[src/hw/gpm_defines.vh]
// Summary of operation
// - Port 7: eight latched bits, per-bit direction
// - Port 7 input bits get selectable pull-ups
// - Reset puts all port 7 bits in input
// - Port 12: five latched bits, per-bit direction
// - Only port 12 bit 0 has a pull-up
// - Reset puts all port 12 bits in input
// - Oscillator modes take port 12 pins 1-4
// - One direction bit per pin, bit by bit
// - Direction 0 drives output, 1 is input
// - Direction registers reset to all ones
// - Single-bit and whole-byte writes both accepted
// - Data read: pin if input, latch if output
// - Latch 0 drives low, 1 drives high, except open-drain port 6 where 1 releases the pin
// - Reset clears every output latch
// - External clock pins read latch as zero
// - No pull-up on output-mode pins
// - Bit write is a full byte read-modify-write
`ifndef GPM_DEFINES_VH
`define GPM_DEFINES_VH

`define GPM_ADDR_DATA_0   16'hff00
`define GPM_ADDR_DATA_1   16'hff01
`define GPM_ADDR_DATA_2   16'hff02
`define GPM_ADDR_DATA_3   16'hff03
`define GPM_ADDR_DATA_6   16'hff06
`define GPM_ADDR_DATA_7   16'hff07
`define GPM_ADDR_DATA_12  16'hff0c
`define GPM_ADDR_DIR_0    16'hff20
`define GPM_ADDR_DIR_1    16'hff21
`define GPM_ADDR_DIR_2    16'hff22
`define GPM_ADDR_DIR_3    16'hff23
`define GPM_ADDR_DIR_6    16'hff26
`define GPM_ADDR_DIR_7    16'hff27
`define GPM_ADDR_DIR_12   16'hff2c
`define GPM_ADDR_DIR_14   16'hff2e
`define GPM_ADDR_PU_0     16'hff30
`define GPM_ADDR_PU_1     16'hff31
`define GPM_ADDR_PU_3     16'hff33
`define GPM_ADDR_PU_7     16'hff37
`define GPM_ADDR_PU_12    16'hff3c

`define GPM_RST_DATA      8'h00
`define GPM_RST_DIR       8'hff
`define GPM_RST_PU        8'h00

`define GPM_IMPL_0        8'h7f
`define GPM_IMPL_1        8'hff
`define GPM_IMPL_2        8'hff
`define GPM_IMPL_3        8'h0f
`define GPM_IMPL_6        8'h07
`define GPM_IMPL_7        8'hff
`define GPM_IMPL_12       8'h1f
`define GPM_IMPL_14       8'h03

`define GPM_PU_MASK_12    8'h01
`define GPM_MAIN_OSC_BITS 8'h06
`define GPM_SUB_OSC_BITS  8'h18

`endif

[src/hw/gpm_port_regs.v]
`include "gpm_defines.vh"

module gpm_port_regs (
	input  wire        clk,
	input  wire        nrst,
	input  wire [15:0] addr,
	input  wire        byteWrite,
	input  wire        bitWrite,
	input  wire [2:0]  bitSel,
	input  wire        bitVal,
	input  wire [7:0]  wrData,
	input  wire        rdEn,
	output reg  [7:0]  rdData,
	input  wire        mainOscPinsUsed,
	input  wire        mainExtClkMode,
	input  wire        subOscPinsUsed,
	input  wire        subExtClkMode,
	input  wire [6:0]  port0PinIn,
	output wire [6:0]  port0PinOut,
	output wire [6:0]  port0PinOeN,
	output wire [6:0]  port0PullUp,
	input  wire [7:0]  port1PinIn,
	output wire [7:0]  port1PinOut,
	output wire [7:0]  port1PinOeN,
	output wire [7:0]  port1PullUp,
	input  wire [7:0]  port2PinIn,
	output wire [7:0]  port2PinOut,
	output wire [7:0]  port2PinOeN,
	input  wire [3:0]  port3PinIn,
	output wire [3:0]  port3PinOut,
	output wire [3:0]  port3PinOeN,
	output wire [3:0]  port3PullUp,
	input  wire [1:0]  port6PinIn,
	output wire [1:0]  port6PinOut,
	output wire [1:0]  port6PinOeN,
	input  wire [7:0]  port7PinIn,
	output wire [7:0]  port7PinOut,
	output wire [7:0]  port7PinOeN,
	output wire [7:0]  port7PullUp,
	input  wire [4:0]  port12PinIn,
	output wire [4:0]  port12PinOut,
	output wire [4:0]  port12PinOeN,
	output wire [4:0]  port12PullUp,
	output wire [1:0]  port14Direction
);
	function hit;
		input [15:0] a;
		input [15:0] target;
		begin
			hit = (a == target);
		end
	endfunction

	wire       anyWrite;
	wire [7:0] mergedData;
	reg  [7:0] curRead;
	wire [7:0] clk12Mask;
	wire [7:0] zero12Mask;

	wire [7:0] d0, d1, d2, d3, d6, d7, d12, d14;
	wire [7:0] m0, m1, m2, m3, m6, m7, m12, m14;
	wire [7:0] u0, u1, u2, u3, u6, u7, u12, u14;
	wire [7:0] o0, o1, o2, o3, o6, o7, o12, o14;
	wire [7:0] e0, e1, e2, e3, e6, e7, e12, e14;
	wire [7:0] q0, q1, q2, q3, q6, q7, q12, q14;

	// both access widths share one write path
	assign anyWrite = byteWrite | bitWrite;

	// clock pins leave port use; ext clock reads zero
	assign clk12Mask  = (mainOscPinsUsed ? `GPM_MAIN_OSC_BITS : 8'h00)
	                  | (subOscPinsUsed ? `GPM_SUB_OSC_BITS : 8'h00);
	assign zero12Mask = (mainExtClkMode ? `GPM_MAIN_OSC_BITS : 8'h00)
	                  | (subExtClkMode ? `GPM_SUB_OSC_BITS : 8'h00);

	// Current value of the addressed register, also feeds bit writes
	always @* begin
		if (hit(addr, `GPM_ADDR_DATA_0)) begin
			curRead = d0;
		end else if (hit(addr, `GPM_ADDR_DATA_1)) begin
			curRead = d1;
		end else if (hit(addr, `GPM_ADDR_DATA_2)) begin
			curRead = d2;
		end else if (hit(addr, `GPM_ADDR_DATA_3)) begin
			curRead = d3;
		end else if (hit(addr, `GPM_ADDR_DATA_6)) begin
			curRead = d6;
		end else if (hit(addr, `GPM_ADDR_DATA_7)) begin
			curRead = d7;
		end else if (hit(addr, `GPM_ADDR_DATA_12)) begin
			curRead = d12;
		end else if (hit(addr, `GPM_ADDR_DIR_0)) begin
			curRead = m0;
		end else if (hit(addr, `GPM_ADDR_DIR_1)) begin
			curRead = m1;
		end else if (hit(addr, `GPM_ADDR_DIR_2)) begin
			curRead = m2;
		end else if (hit(addr, `GPM_ADDR_DIR_3)) begin
			curRead = m3;
		end else if (hit(addr, `GPM_ADDR_DIR_6)) begin
			curRead = m6;
		end else if (hit(addr, `GPM_ADDR_DIR_7)) begin
			curRead = m7;
		end else if (hit(addr, `GPM_ADDR_DIR_12)) begin
			curRead = m12;
		end else if (hit(addr, `GPM_ADDR_DIR_14)) begin
			curRead = m14;
		end else if (hit(addr, `GPM_ADDR_PU_0)) begin
			curRead = u0;
		end else if (hit(addr, `GPM_ADDR_PU_1)) begin
			curRead = u1;
		end else if (hit(addr, `GPM_ADDR_PU_3)) begin
			curRead = u3;
		end else if (hit(addr, `GPM_ADDR_PU_7)) begin
			curRead = u7;
		end else if (hit(addr, `GPM_ADDR_PU_12)) begin
			curRead = u12;
		end else begin
			curRead = 8'h00;
		end
	end

	// Read data is registered; unmapped addresses return zero
	always @(posedge clk) begin
		if (!nrst) begin
			rdData <= 8'h00;
		end else if (rdEn) begin
			rdData <= curRead;
		end
	end

	// input-mode bits take the pin level back into the latch
	gpm_bit_merge uMerge (
		.bitWrite    (bitWrite),
		.bitSel      (bitSel),
		.bitVal      (bitVal),
		.byteData    (wrData),
		.currentRead (curRead),
		.mergedData  (mergedData)
	);

	gpm_port #(.IMPL(`GPM_IMPL_0), .PU_MASK(8'hff), .OPEN_DRAIN(0)) uP0 (
		.clk          (clk),
		.nrst         (nrst),
		.dataWr       (anyWrite & hit(addr, `GPM_ADDR_DATA_0)),
		.dirWr        (anyWrite & hit(addr, `GPM_ADDR_DIR_0)),
		.puWr         (anyWrite & hit(addr, `GPM_ADDR_PU_0)),
		.wrByte       (mergedData),
		.pinIn        ({1'b0, port0PinIn}),
		.clkPinMask   (8'h00),
		.zeroReadMask (8'h00),
		.dataRead     (d0),
		.dirRead      (m0),
		.puRead       (u0),
		.pinOut       (o0),
		.pinOeN       (e0),
		.pullUpEn     (q0)
	);

	gpm_port #(.IMPL(`GPM_IMPL_1), .PU_MASK(8'hff), .OPEN_DRAIN(0)) uP1 (
		.clk          (clk),
		.nrst         (nrst),
		.dataWr       (anyWrite & hit(addr, `GPM_ADDR_DATA_1)),
		.dirWr        (anyWrite & hit(addr, `GPM_ADDR_DIR_1)),
		.puWr         (anyWrite & hit(addr, `GPM_ADDR_PU_1)),
		.wrByte       (mergedData),
		.pinIn        (port1PinIn),
		.clkPinMask   (8'h00),
		.zeroReadMask (8'h00),
		.dataRead     (d1),
		.dirRead      (m1),
		.puRead       (u1),
		.pinOut       (o1),
		.pinOeN       (e1),
		.pullUpEn     (q1)
	);

	// Port 2 has no pull-up register
	gpm_port #(.IMPL(`GPM_IMPL_2), .PU_MASK(8'h00), .OPEN_DRAIN(0)) uP2 (
		.clk          (clk),
		.nrst         (nrst),
		.dataWr       (anyWrite & hit(addr, `GPM_ADDR_DATA_2)),
		.dirWr        (anyWrite & hit(addr, `GPM_ADDR_DIR_2)),
		.puWr         (1'b0),
		.wrByte       (mergedData),
		.pinIn        (port2PinIn),
		.clkPinMask   (8'h00),
		.zeroReadMask (8'h00),
		.dataRead     (d2),
		.dirRead      (m2),
		.puRead       (u2),
		.pinOut       (o2),
		.pinOeN       (e2),
		.pullUpEn     (q2)
	);

	gpm_port #(.IMPL(`GPM_IMPL_3), .PU_MASK(8'hff), .OPEN_DRAIN(0)) uP3 (
		.clk          (clk),
		.nrst         (nrst),
		.dataWr       (anyWrite & hit(addr, `GPM_ADDR_DATA_3)),
		.dirWr        (anyWrite & hit(addr, `GPM_ADDR_DIR_3)),
		.puWr         (anyWrite & hit(addr, `GPM_ADDR_PU_3)),
		.wrByte       (mergedData),
		.pinIn        ({4'h0, port3PinIn}),
		.clkPinMask   (8'h00),
		.zeroReadMask (8'h00),
		.dataRead     (d3),
		.dirRead      (m3),
		.puRead       (u3),
		.pinOut       (o3),
		.pinOeN       (e3),
		.pullUpEn     (q3)
	);

	// port 6 bit 2 stays an input until software clears it
	gpm_port #(.IMPL(`GPM_IMPL_6), .PU_MASK(8'h00), .OPEN_DRAIN(1)) uP6 (
		.clk          (clk),
		.nrst         (nrst),
		.dataWr       (anyWrite & hit(addr, `GPM_ADDR_DATA_6)),
		.dirWr        (anyWrite & hit(addr, `GPM_ADDR_DIR_6)),
		.puWr         (1'b0),
		.wrByte       (mergedData),
		.pinIn        ({6'h00, port6PinIn}),
		.clkPinMask   (8'h00),
		// No pin behind bit 2: only its direction bit is real
		.zeroReadMask (8'h04),
		.dataRead     (d6),
		.dirRead      (m6),
		.puRead       (u6),
		.pinOut       (o6),
		.pinOeN       (e6),
		.pullUpEn     (q6)
	);

	// eight latched bits, per-bit pull-ups, reset input
	gpm_port #(.IMPL(`GPM_IMPL_7), .PU_MASK(8'hff), .OPEN_DRAIN(0)) uP7 (
		.clk          (clk),
		.nrst         (nrst),
		.dataWr       (anyWrite & hit(addr, `GPM_ADDR_DATA_7)),
		.dirWr        (anyWrite & hit(addr, `GPM_ADDR_DIR_7)),
		.puWr         (anyWrite & hit(addr, `GPM_ADDR_PU_7)),
		.wrByte       (mergedData),
		.pinIn        (port7PinIn),
		.clkPinMask   (8'h00),
		.zeroReadMask (8'h00),
		.dataRead     (d7),
		.dirRead      (m7),
		.puRead       (u7),
		.pinOut       (o7),
		.pinOeN       (e7),
		.pullUpEn     (q7)
	);

	// five bits, pull-up on bit 0 only, reset input
	gpm_port #(.IMPL(`GPM_IMPL_12), .PU_MASK(`GPM_PU_MASK_12),
		.OPEN_DRAIN(0)) uP12 (
		.clk          (clk),
		.nrst         (nrst),
		.dataWr       (anyWrite & hit(addr, `GPM_ADDR_DATA_12)),
		.dirWr        (anyWrite & hit(addr, `GPM_ADDR_DIR_12)),
		.puWr         (anyWrite & hit(addr, `GPM_ADDR_PU_12)),
		.wrByte       (mergedData),
		.pinIn        ({3'h0, port12PinIn}),
		.clkPinMask   (clk12Mask),
		.zeroReadMask (zero12Mask),
		.dataRead     (d12),
		.dirRead      (m12),
		.puRead       (u12),
		.pinOut       (o12),
		.pinOeN       (e12),
		.pullUpEn     (q12)
	);

	// Port 14 exposes only its direction here; its pins live elsewhere
	gpm_port #(.IMPL(`GPM_IMPL_14), .PU_MASK(8'h00), .OPEN_DRAIN(0)) uP14 (
		.clk          (clk),
		.nrst         (nrst),
		.dataWr       (1'b0),
		.dirWr        (anyWrite & hit(addr, `GPM_ADDR_DIR_14)),
		.puWr         (1'b0),
		.wrByte       (mergedData),
		.pinIn        (8'h00),
		.clkPinMask   (8'h00),
		.zeroReadMask (8'h00),
		.dataRead     (d14),
		.dirRead      (m14),
		.puRead       (u14),
		.pinOut       (o14),
		.pinOeN       (e14),
		.pullUpEn     (q14)
	);

	assign port0PinOut     = o0[6:0];
	assign port0PinOeN     = e0[6:0];
	assign port0PullUp     = q0[6:0];
	assign port1PinOut     = o1;
	assign port1PinOeN     = e1;
	assign port1PullUp     = q1;
	assign port2PinOut     = o2;
	assign port2PinOeN     = e2;
	assign port3PinOut     = o3[3:0];
	assign port3PinOeN     = e3[3:0];
	assign port3PullUp     = q3[3:0];
	assign port6PinOut     = o6[1:0];
	assign port6PinOeN     = e6[1:0];
	assign port7PinOut     = o7;
	assign port7PinOeN     = e7;
	assign port7PullUp     = q7;
	assign port12PinOut    = o12[4:0];
	assign port12PinOeN    = e12[4:0];
	assign port12PullUp    = q12[4:0];
	assign port14Direction = m14[1:0];
endmodule

[src/hw/gpm_bit_merge.v]
module gpm_bit_merge (
	input  wire       bitWrite,
	input  wire [2:0] bitSel,
	input  wire       bitVal,
	input  wire [7:0] byteData,
	input  wire [7:0] currentRead,
	output reg  [7:0] mergedData
);
	reg [7:0] sel;

	always @* begin
		sel = 8'h01 << bitSel;
		if (bitWrite) begin
			mergedData = (currentRead & ~sel) | (bitVal ? sel : 8'h00);
		end else begin
			mergedData = byteData;
		end
	end
endmodule

[src/hw/gpm_port.v]
`include "gpm_defines.vh"

module gpm_port #(
	parameter [7:0] IMPL       = 8'hff,
	parameter [7:0] PU_MASK    = 8'hff,
	parameter       OPEN_DRAIN = 0
) (
	input  wire       clk,
	input  wire       nrst,
	input  wire       dataWr,
	input  wire       dirWr,
	input  wire       puWr,
	input  wire [7:0] wrByte,
	input  wire [7:0] pinIn,
	input  wire [7:0] clkPinMask,
	input  wire [7:0] zeroReadMask,
	output wire [7:0] dataRead,
	output wire [7:0] dirRead,
	output wire [7:0] puRead,
	output wire [7:0] pinOut,
	output wire [7:0] pinOeN,
	output wire [7:0] pullUpEn
);
	reg  [7:0] latch_reg;
	reg  [7:0] dir_reg;
	reg  [7:0] pu_reg;
	wire [7:0] outMode;

	always @(posedge clk) begin
		if (!nrst) begin
			latch_reg <= `GPM_RST_DATA;
			dir_reg   <= `GPM_RST_DIR;
			pu_reg    <= `GPM_RST_PU;
		end else begin
			if (dataWr) begin
				latch_reg <= wrByte & IMPL;
			end
			if (dirWr) begin
				dir_reg <= wrByte | ~IMPL;
			end
			if (puWr) begin
				pu_reg <= wrByte & IMPL & PU_MASK;
			end
		end
	end

	// zero enables the buffer; clock pins are never driven
	assign outMode = ~dir_reg & IMPL & ~clkPinMask;
	assign pinOut  = (OPEN_DRAIN != 0) ? 8'h00 : latch_reg;
	// Open-drain bits only pull low, a latched one releases the pin
	assign pinOeN  = (OPEN_DRAIN != 0) ? ~(outMode & ~latch_reg)
	                                   : ~outMode;
	assign pullUpEn = pu_reg & dir_reg & IMPL & PU_MASK & ~clkPinMask;
	// pin in input, latch in output; external-clock pins read 0
	assign dataRead = ((dir_reg & pinIn) | (~dir_reg & latch_reg))
	                  & IMPL & ~zeroReadMask;
	assign dirRead  = dir_reg | ~IMPL;
	assign puRead   = pu_reg;
endmodule

[config.mk]
export PLATFORM = sky130hd
export DESIGN_NAME = gpm_port_regs
export DESIGN_NICKNAME = d
export VERILOG_FILES = /design/src/hw/gpm_port_regs.v /design/src/hw/gpm_bit_merge.v /design/src/hw/gpm_port.v
export VERILOG_INCLUDE_DIRS = /design/src /design/src/hw
export SDC_FILE = /design/constraint.sdc
export NUM_CORES = 1
export LEC_CHECK = 0
export ABC_CLOCK_PERIOD_IN_PS = 3200
export BUFFER_PORTS_ARGS = -buffer_cell sky130_fd_sc_hd__buf_2
export CORE_UTILIZATION = 53
export CTS_CLUSTER_DIAMETER = 120
export DETAILED_ROUTE_END_ITERATION = 10
export PLACE_DENSITY = 0.81
export SYNTH_ARGS = -nofsm -noshare
export SYNTH_HDL_FRONTEND = slang
export SYNTH_SLANG_ARGS = --single-unit
[constraint.sdc]
create_clock -name clk -period 3.2 [get_ports clk]
set_clock_uncertainty 0.05 [all_clocks]
set_input_delay 0.16 -clock clk [delete_from_list [all_inputs] [get_ports clk]]
set_output_delay 0.16 -clock clk [all_outputs]
set_load 0.1 [all_outputs]
Word-level counts from Yosys, hierarchy flattened
Index checks and enable logic that the tools add are counted.
Operators by class
  mux-type cells: 26
  equal/unequal tests: 20
  shifts and indexed selects: 1
  bitwise logic cells: 73
Operator list (number)
  16-bit == test (second input constant): 20
  8-bit 2-to-1 mux: 21
  8-bit AND: 9
  8-bit NOT: 7
  8-bit bitwise OR: 4
  1-bit AND: 21
  7-bit AND: 3
  5-bit AND: 3
  5-bit NOT: 3
  7-bit NOT: 2
  4-bit AND: 3
  5-bit 2-to-1 mux: 2
  3-bit by 5-bit bitwise OR with 5-bit output: 2
  5-bit by 8-bit AND with 8-bit output: 1
  4-bit NOT: 2
  5-bit NOT with 8-bit output: 1
  1-bit by 3-bit << shifter with 8-bit output (first input constant): 1
  7-bit bitwise OR: 1
  2-bit AND: 3
  3-bit 2-to-1 mux: 2
  2-bit NOT: 3
  1-bit by 5-bit AND with 5-bit output: 1
  5-bit bitwise OR: 1
  4-bit bitwise OR: 1
  other kinds (3): 3
Storage, ports and cells
  bits in registers: 123
  input port bits: 79
  output and inout bits: 126
  word-level logic and storage cells: 141

Depth between registers and ports, before layout
Gate-level depths: netlist of run 1.
  depth after elaboration: 24
  mapped depth: 13
  gate-level depth less buffers: 8

Modules after synthesis
Synthesis of run 1 repeated with hierarchy kept, for this count alone.
Unflattened totals
  cell total of the unflattened synthesis: 1117
  area total of the unflattened synthesis: 9157.5 um^2
Modules (own cells, without submodules)
  gpm_port_regs: cells each 350, area an instance 2264.7 um^2, seq. area each 160.2 um^2, times used 1
  gpm_port at uP1 ...: cells each 117, area an instance 1113.6 um^2, seq. area each 480.5 um^2, times used 2
  gpm_port at uP0: cells each 111, area an instance 1033.5 um^2, seq. area each 420.4 um^2, times used 1
  gpm_port at uP2: cells each 92, area an instance 874.6 um^2, seq. area each 320.3 um^2, times used 1
  gpm_port at uP3: cells each 86, area an instance 755.7 um^2, seq. area each 240.2 um^2, times used 1
  gpm_port at uP12: cells each 81, area an instance 724.4 um^2, seq. area each 220.2 um^2, times used 1
  gpm_port at uP6: cells each 68, area an instance 570.5 um^2, seq. area each 120.1 um^2, times used 1
  gpm_port at uP14: cells each 60, area an instance 488.0 um^2, seq. area each 80.1 um^2, times used 1
  gpm_bit_merge: cells each 35, area an instance 219.0 um^2, seq. area each 0.0 um^2, times used 1

Least setup slack after synthesis of run 1
Ideal clock, no wire load.
  kind: register to register
  start: register uP1.dir_reg[4], in the netlist uP1.dirRead[4]
  end: register uP0.dir_reg[4]
  period minus slack after synthesis: 2882 ps
  slack: 318 ps
  setup time: 145 ps
  arrival: 2686 ps
  cell stages (with the launch flop): 9
  cell sequence: dfxtp_1 -> mux2_2 -> a2bb2oi_1 -> a21oi_1 -> a311oi_1 -> a221oi_2 -> a21oi_1 -> nor3_1 -> a22oi_1
On the way
  word-level cells in the longest chain between the ends: 12
  elaborated cells between the ends (all ways): 16
  those cells by class: mux: 10; bitwise: 6
RTL lines
  start: declaration: line gpm_port.v:25  | reg [7:0] dir_reg;
  start signal: assignment: line gpm_port.v:32  | dir_reg <= `GPM_RST_DIR;
  start signal: assignment: line gpm_port.v:39  | dir_reg <= wrByte | ~IMPL;
  8-bit 2-to-1 mux: line gpm_port_regs.v:94  | end else if (hit(addr, `GPM_ADDR_DIR_1)) begin
  8-bit 2-to-1 mux: line gpm_port_regs.v:92  | end else if (hit(addr, `GPM_ADDR_DIR_0)) begin
  8-bit 2-to-1 mux: line gpm_port_regs.v:90  | end else if (hit(addr, `GPM_ADDR_DATA_12)) begin
  8-bit 2-to-1 mux: line gpm_port_regs.v:88  | end else if (hit(addr, `GPM_ADDR_DATA_7)) begin
  8-bit 2-to-1 mux: line gpm_port_regs.v:86  | end else if (hit(addr, `GPM_ADDR_DATA_6)) begin
  8-bit 2-to-1 mux: line gpm_port_regs.v:84  | end else if (hit(addr, `GPM_ADDR_DATA_3)) begin
  8-bit 2-to-1 mux: line gpm_port_regs.v:82  | end else if (hit(addr, `GPM_ADDR_DATA_2)) begin
  8-bit 2-to-1 mux *: line gpm_port_regs.v:80  | end else if (hit(addr, `GPM_ADDR_DATA_1)) begin
  8-bit 2-to-1 mux *: line gpm_port_regs.v:78  | if (hit(addr, `GPM_ADDR_DATA_0)) begin
  8-bit AND *: line gpm_bit_merge.v:14  | mergedData = (currentRead & ~sel) | (bitVal ? sel : 8'h00);
  8-bit bitwise OR *: line gpm_bit_merge.v:14
  8-bit 2-to-1 mux *: line gpm_bit_merge.v:13  | if (bitWrite) begin
  end signal: assignment: line gpm_port.v:32
  end signal: assignment: line gpm_port.v:39
  end: declaration: line gpm_port.v:25
Mark *: on every way between the ends. The rest lies on a longest branch, timed or not.
A chain may end at the register's enable or synchronous reset.

Worst setup path in the final report of run 1
  start: register uP6.dir_reg[0]
  end: register uP12.pu_reg[0], in the netlist uP12.puRead[0]
On the way
  word-level cells in the longest chain between the ends: 15
  elaborated cells between the ends (all ways): 19
  those cells by class: mux: 13; bitwise: 6
RTL lines
  start: declaration: line gpm_port.v:25
  start signal: assignment: line gpm_port.v:32
  start signal: assignment: line gpm_port.v:39
  8-bit 2-to-1 mux: line gpm_port_regs.v:100  | end else if (hit(addr, `GPM_ADDR_DIR_6)) begin
  8-bit 2-to-1 mux: line gpm_port_regs.v:98  | end else if (hit(addr, `GPM_ADDR_DIR_3)) begin
  8-bit 2-to-1 mux: line gpm_port_regs.v:96  | end else if (hit(addr, `GPM_ADDR_DIR_2)) begin
  8-bit 2-to-1 mux: line gpm_port_regs.v:94
  8-bit 2-to-1 mux: line gpm_port_regs.v:92
  8-bit 2-to-1 mux: line gpm_port_regs.v:90
  8-bit 2-to-1 mux: line gpm_port_regs.v:88
  8-bit 2-to-1 mux *: line gpm_port_regs.v:86
  8-bit 2-to-1 mux *: line gpm_port_regs.v:84
  8-bit 2-to-1 mux *: line gpm_port_regs.v:82
  8-bit 2-to-1 mux *: line gpm_port_regs.v:80
  8-bit 2-to-1 mux *: line gpm_port_regs.v:78
  8-bit AND *: line gpm_bit_merge.v:14
  8-bit bitwise OR *: line gpm_bit_merge.v:14
  8-bit 2-to-1 mux *: line gpm_bit_merge.v:13
  end signal: assignment: line gpm_port.v:33  | pu_reg <= `GPM_RST_PU;
  end signal: assignment: line gpm_port.v:42  | pu_reg <= wrByte & IMPL & PU_MASK;
  end: declaration: line gpm_port.v:26  | reg [7:0] pu_reg;
Marked as above.

==> impl_metrics.yaml, run 1 <==
outcome:
  status: "complete, no violations"
grt:
  grt-ovfl-total: 0
  grt_max_degree: 100
  grt_pass1_vias: 7933
  track_usage_pct: 44.4
  grt_antenna_before_repair: 0
  grt_first_pass_wirelength_um: 46500
detailed_routing:
  viasPerCell: 6.55
  wl_per_cell_um: 23.8
  dr_total_vias: 8628
  drc: 0
  ant_nets: 0
  drt_wl_total_um: 31300
  drtIter0Drc: 1181
  dr.pass1.iters: 8
logic_synthesis:
  ys_seq_area_share_pct: 34.4
  ys_warn_count: 0
  synth-main-ff-cell: "dfxtp_1"
  avgSynthCellArea_sq_um: 7.84
  netlist_area_sq_mm: 0.00715
  yosys_register_bits: 123
  ys_types: 75
  synth_edf_count: 0
  async_flop_share_pct: 0
  syn_inst: 913
hold_path:
  min_to: "uP1.pinOut[5]"
  hold_class: "in -> reg"
  hp-start: "wrData[5]"
  whs_path_depth: 3
floorplan:
  die_h_um: 118
  die_area_sq_mm: 0.0140
  rows: 42
  core_sq_mm: 0.0132
  start_util_pct: 54.2
  io_pins: 205
  fp.dieW_um: 118
layout:
  fill_cells: 1114
  antenna_cells: 0
  area_growth_syn_to_layout_pct: 28.9
  layout-drive-gt1-share_pct: 28.8
  layout.nets: 1207
  final_cell_area_sq_mm: 0.00922
clock_tree:
  cts_made_buffers: 17
  cts_tree: "built"
  cts_setup_buffers: 0
  clock_path_buffers: 2
  clkLatencyLatePin_ns: 0.43
  holdBufCountCts: 0
  cts-root-buf: "clkbuf_16"
  clkSlewWorstSetupHoldPaths_ns: 0.06
  cts_sinks: 123
  ctsResizeCount: 0
  htreeDepth: 4
critical_path:
  worstPathRequired_ns: 3.41
  cp_top_family: "simple AND/OR/NAND/NOR gates"
  reg2reg_to: "uP12.puRead[0]"
  endpoint_kind: "register"
  path_cells: "mux2i_1 -> o21ai_0 -> nor4_1 -> nor2_1 -> a21oi_1 -> a31oi_4 -> nor2_1 -> a311oi_1"
  r2r-start: "uP6.dir_reg[0]"
  crit_slowest_cell: "nor2_1"
  path_max_fanout: 12
  cpMostUsedCell: "nor2_1"
  reg2reg_depth: 8
  crit_buf_inv: 0
  r2r_slack_ns: 0.12
  cp.arrival_ns: 3.29
  path_class: "reg -> reg"
  start_kind: "register"
  slowest_delay_ns: 0.96
flow_run:
  maxCapViolCount: 0
power_and_ir_drop:
  power_density_mw_per_mm2: 437
  pwr-share-clk_pct: 51.5
  swShare_pct: 25.5
  power_mw: 4.03
  seq_power_share_pct: 38.1
  switching_power_mw: 1.03
  ir_drop_mv: 0.335
  comb_power_share_pct: 10.4
  p_int_mw: 3.00
  p_leak_nw: 4.00
sta:
  timing.final.crit_share_pct: 96.2
  fmax_ghz: 0.325
  setup_viol: 0
  period_minus_slack_ns: 3.08
  whs_ns: 0.0142
  worst_pin_slew_ns: 1.21
  fin_setup_tns_ns: 0
  hold_violations: 0
  slew_violations: 0
  slew_headroom_pct: 18.8
  rsz0062_at_grt: "false"
placed_design:
  dpl_cell_area_sq_mm: 0.00859
  io_buffers: 198
  gp_congestion: 0.988
  hpwl_um: 22900
[worst max-delay path by stage]
stage | from | to | slack (ns) | cells past startpoint
after global routing | uP6.dir_reg[0] | uP12.puRead[0] | 0.04 | 8
after detailed placement | addr[7] | uP12.dir_reg[3] | 0.03 | 9
after global placement | addr[7] | uP3.dir_reg[3] | 0.06 | 9
final | uP6.dir_reg[0] | uP12.puRead[0] | 0.12 | 8
after floorplan | uP1.dirRead[4] | uP0.dir_reg[4] | 0.32 | 8
after CTS | uP6.dir_reg[0] | uP12.puRead[0] | 0.22 | 8
[cells in the final DEF (no fill, tap or decap), types with 6 or more instances in the layout]
master     instances
dfxtp_1          123
nand2_1           88
and3_1             6
and2_1            31
mux2_2            13
nor2_1            80
clkbuf_16         17
buf_2            198
nor3_1            29
a31oi_1           12
o21ai_0           89
or2_2              7
nand3_1           39
a21oi_1           73
o22ai_1           15
a211oi_1           9
nor2b_1            9
o211ai_1          26
buf_4             63
nand2b_1           8
o31ai_1            7
conb_1             6
inv_1              7
mux2i_1           36
a22oi_1           15
nand4_1           13
[Yosys cell counts, types with 5 or more instances]
master | instances | share of area [%]
buf_4 | 8 | 0.84
inv_1 | 7 | 0.37
or2_2 | 7 | 0.61
or3_1 | 5 | 0.44
o31ai_1 | 7 | 0.73
nand2b_1 | 8 | 0.70
and3_1 | 6 | 0.52
dfxtp_1 | 123 | 34
and2_1 | 31 | 2.7
nor4_1 | 6 | 0.52
nand2_1 | 88 | 4.6
a22o_1 | 5 | 0.61
o211ai_1 | 26 | 2.7
mux2_2 | 13 | 2.0
a31oi_1 | 12 | 1.0
o21a_1 | 5 | 0.52
nor3_1 | 29 | 2.0
a211oi_1 | 9 | 0.94
nor2b_1 | 9 | 0.79
a22oi_1 | 15 | 1.6
buf_2 | 20 | 1.4
nand3_1 | 39 | 2.7
o21ai_0 | 89 | 6.2
mux2i_1 | 36 | 5.0
o22ai_1 | 15 | 1.3
clkbuf_1 | 44 | 2.3
a21oi_1 | 73 | 5.1
nor2_1 | 80 | 4.2
nand4_1 | 13 | 1.1
[area by class of cell]
| cell class | instances | area (sq um) | area share, % |
|---|---|---|---|
| flip-flops and latches | 123 | 2460 | 26.7 |
| well taps | 176 | 220 | 2.39 |
| clock inverters | 11 | 168 | 1.82 |
| clock buffers | 21 | 460 | 4.99 |
| inverters | 8 | 30.0 | 0.326 |
| repair buffers | 264 | 1520 | 16.5 |
| multi-input cells | 714 | 4360 | 47.2 |
[logic make-up after synthesis]
logic type | after synthesis | share of synthesized area, %
flip-flops | 123 | 34.4
buffers and inverters | 81 | 5.12
AND/OR/NAND/NOR | 355 | 26.0
AO/OA/AOI/OAI | 303 | 27.2
other | 1 | 0.0524
multiplexers | 49 | 7.08
XOR/XNOR | 1 | 0.122
[layer usage]
metal	global-route usage, %	wire length (um)	up-vias
met3	9.27	3420	119
met5	0	0	-
li1	-	-	3822
met2	70.1	14100	681
met1	56.2	12100	4006
met4	25.6	1680	0
[worst register-to-register path, delay by kind of cell, from the launching register on]
| family | cells | cell delay (ns) |
|---|---|---|
| AOI/OAI and AO/OA | 4 | 0.83 |
| muxes | 1 | 0.31 |
| DFF | 1 | 0.41 |
| and+or+nand+nor | 3 | 1.31 |
[power groups by stage]
stage	clock [mW]	combinational [mW]	sequential [mW]
floorplan	0	0.232	1.59
global placement	0	0.401	1.57
detailed placement	0	0.402	1.57
CTS	2.06	0.404	1.54
global route	2.14	0.435	1.54
finish	2.08	0.419	1.54
[metrics by stage]
stage | util [%] | worst slack, ns | cells
2_1_floorplan | - | 0.318 | 918
3_3_place_gp | 65.1 | 0.0573 | 1285
3_5_place_dp | 65.1 | 0.0345 | 1285
4_1_cts | 69.9 | 0.221 | 1317
5_1_grt | 69.9 | 0.0415 | 1317
6_report | 69.9 | 0.120 | 1317
(Power assumes the default switching activity.)
==> run 2: changes to the inputs <==
--- a/config.mk
+++ b/config.mk
@@ -6,12 +6,12 @@
 export SDC_FILE = /design/constraint.sdc
 export NUM_CORES = 1
 export LEC_CHECK = 0
-export ABC_CLOCK_PERIOD_IN_PS = 3200
+export ABC_CLOCK_PERIOD_IN_PS = 3800
 export BUFFER_PORTS_ARGS = -buffer_cell sky130_fd_sc_hd__buf_2
-export CORE_UTILIZATION = 53
+export CORE_UTILIZATION = 57
 export CTS_CLUSTER_DIAMETER = 120
 export DETAILED_ROUTE_END_ITERATION = 10
-export PLACE_DENSITY = 0.81
+export PLACE_DENSITY = 0.86
 export SYNTH_ARGS = -nofsm -noshare
 export SYNTH_HDL_FRONTEND = slang
 export SYNTH_SLANG_ARGS = --single-unit
==> constraint.sdc (replaced) <==
create_clock -name clk -period 3.8 [get_ports clk]
set_clock_uncertainty 0.05 [all_clocks]
set_input_delay 0.19 -clock clk [delete_from_list [all_inputs] [get_ports clk]]
set_output_delay 0.19 -clock clk [all_outputs]
set_load 0.1 [all_outputs]
==> run 2 against run 1 <==
  * Sequential share of layout area rose by 0.78 points
  * Core utilization grew 4.1 points
  * Cell area down 2.8%
  * Combinational power is 17% lower
  * Sequential cell count did not move
  * Routed wire length up 0.93%
  * Critical path depth decreased by 1
  * Register-to-register slack improved by 1.1 ns
  * Total power decreased by 21%
  * Highest routed layer unchanged
==> impl_metrics.yaml, run 2 (synthesis gave the netlist of run 1 again) <==
outcome:
  status: "complete, no violations"
clock_tree:
  cts_made_buffers: 17
  clock_path_buffers: 2
  cts_sinks: 123
  clkLatencyLatePin_ns: 0.43
  cts_tree: "built"
  htreeDepth: 4
  ctsResizeCount: 0
  holdBufCountCts: 0
  cts_setup_buffers: 0
  cts-root-buf: "clkbuf_16"
  clkSlewWorstSetupHoldPaths_ns: 0.06
floorplan:
  start_util_pct: 59.1
  fp.dieW_um: 114
  io_pins: 205
  rows: 40
  die_area_sq_mm: 0.0130
  core_sq_mm: 0.0121
  die_h_um: 114
detailed_routing:
  viasPerCell: 6.76
  wl_per_cell_um: 24.6
  drc: 0
  dr.pass1.iters: 6
  drt_wl_total_um: 31600
  ant_nets: 0
  drtIter0Drc: 1712
  dr_total_vias: 8697
sta:
  fmax_ghz: 0.352
  slew_violations: 0
  setup_viol: 0
  hold_violations: 0
  slew_headroom_pct: 22.0
  timing.final.crit_share_pct: 74.8
  worst_pin_slew_ns: 1.16
  fin_setup_tns_ns: 0
  rsz0062_at_grt: "false"
  period_minus_slack_ns: 2.84
critical_path:
  worstPathRequired_ns: 4.03
  path_cells: "buf_2 -> or4_1 -> nor3_1 -> a2111oi_0 -> a311oi_1 -> a221o_1 -> o211ai_1"
  start_kind: "input port"
  reg2reg_to: "uP3.dir_reg[2]"
  r2r-start: "uP12.dir_reg[2]"
  crit_slowest_cell: "or4_1"
  slowest_delay_ns: 0.76
  path_class: "in -> reg"
  r2r_slack_ns: 1.22
  endpoint_kind: "register"
  cp_top_family: "compound AO/OA/AOI/OAI gates"
  crit_buf_inv: 1
  cp.arrival_ns: 3.07
  path_max_fanout: 29
  reg2reg_depth: 8
power_and_ir_drop:
  ir_drop_mv: 0.327
  power_mw: 3.18
  p_leak_nw: 3.86
  power_density_mw_per_mm2: 355
placed_design:
  hpwl_um: 23100
  gp_congestion: 1.05
  io_buffers: 198
grt:
  grt_first_pass_wirelength_um: 46900
  track_usage_pct: 49.1
  grt_antenna_before_repair: 0
  grt_max_degree: 47
  grt_pass1_vias: 7810
  grt-ovfl-total: 0
layout:
  layout_commonest_cell: "buf_2"
  layout-drive-gt1-share_pct: 27.5
  antenna_cells: 0
  mostFrequentLayoutCells: "198 x buf_2, 123 x dfxtp_1, 89 x o21ai_0"
  layout.nets: 1187
  area_growth_syn_to_layout_pct: 25.2
hold_path:
  hold_class: "in -> reg"
  whs_path_depth: 2
  min_to: "uP1.dirRead[3]"
  hp-start: "nrst"
flow_run:
  maxCapViolCount: 0
[run 2: changes by cell type in the layout (fill, tap and decap cells not counted)]
cell / change
bufinv_16: -3
buf_4: -18
clkinvlp_4: +1
buf_12: -2
clkbuf_1: -1
clkinv_4: -2
clkbuf_8: +2
[run 2: report_power, final]
part / internal [mW] / switching (mW)
logic: 0.101 / 0.248
registers: 1.29 / 0.00156
clock network: 0.952 / 0.589
total: 2.35 / 0.838
[run 2: worst max-delay path by stage]
stage                         from        endpoint  slack (ns)  cells after the start
detailed placement         addr[1]  uP3.dir_reg[3]        0.61                      7
CTS                        addr[1]  uP3.dir_reg[3]        1.03                      7
finish                     addr[1]  uP0.dir_reg[3]        0.96                      7
global placement           addr[7]  uP3.dir_reg[3]        0.64                      8
floorplan           uP1.dirRead[4]  uP0.dir_reg[4]        0.92                      8
global route               addr[0]  uP1.dirRead[6]        0.81                     11
[run 2: per-layer routing]
metal	routed length, um	share of wire (%)	up-vias	GRT usage, %
met1	11600	37	4015	62.3
met4	2330	7.4	0	29.2
met5	0	0	-	0
met2	13500	43	740	74.4
met3	4110	13	163	13.5
li1	-	-	3779	-
[run 2: cell type report]
type                    count  area, sq um
well taps                 168          210
clock inverters             7         67.6
repair buffers            244         1350
clock buffers              22          484
multi-input cells         714         4360
inverters                   8         30.0
flip-flops and latches    123         2460
fillers                   963         3150
[run 2: per-stage QoR]
stage	hold slack [ns]	instance area, sq um	cells	util (%)	setup slack (ns)
2_1_floorplan	0.318	7170	918	-	0.918
3_3_place_gp	0.394	8410	1257	69.4	0.640
3_5_place_dp	0.406	8410	1257	69.4	0.614
4_1_cts	0.0238	8960	1286	74.0	1.03
5_1_grt	0.0449	8960	1286	74.0	0.810
6_report	0.0303	8960	1286	74.0	0.957
[run 2: worst register-to-register path, delay by kind of cell (launching register included)]
kind / cells / cell delay [ns]
DFF: 1 / 0.44
buffers and inverters: 1 / 0.22
AOI/OAI and AO/OA: 6 / 1.36
muxes: 1 / 0.35
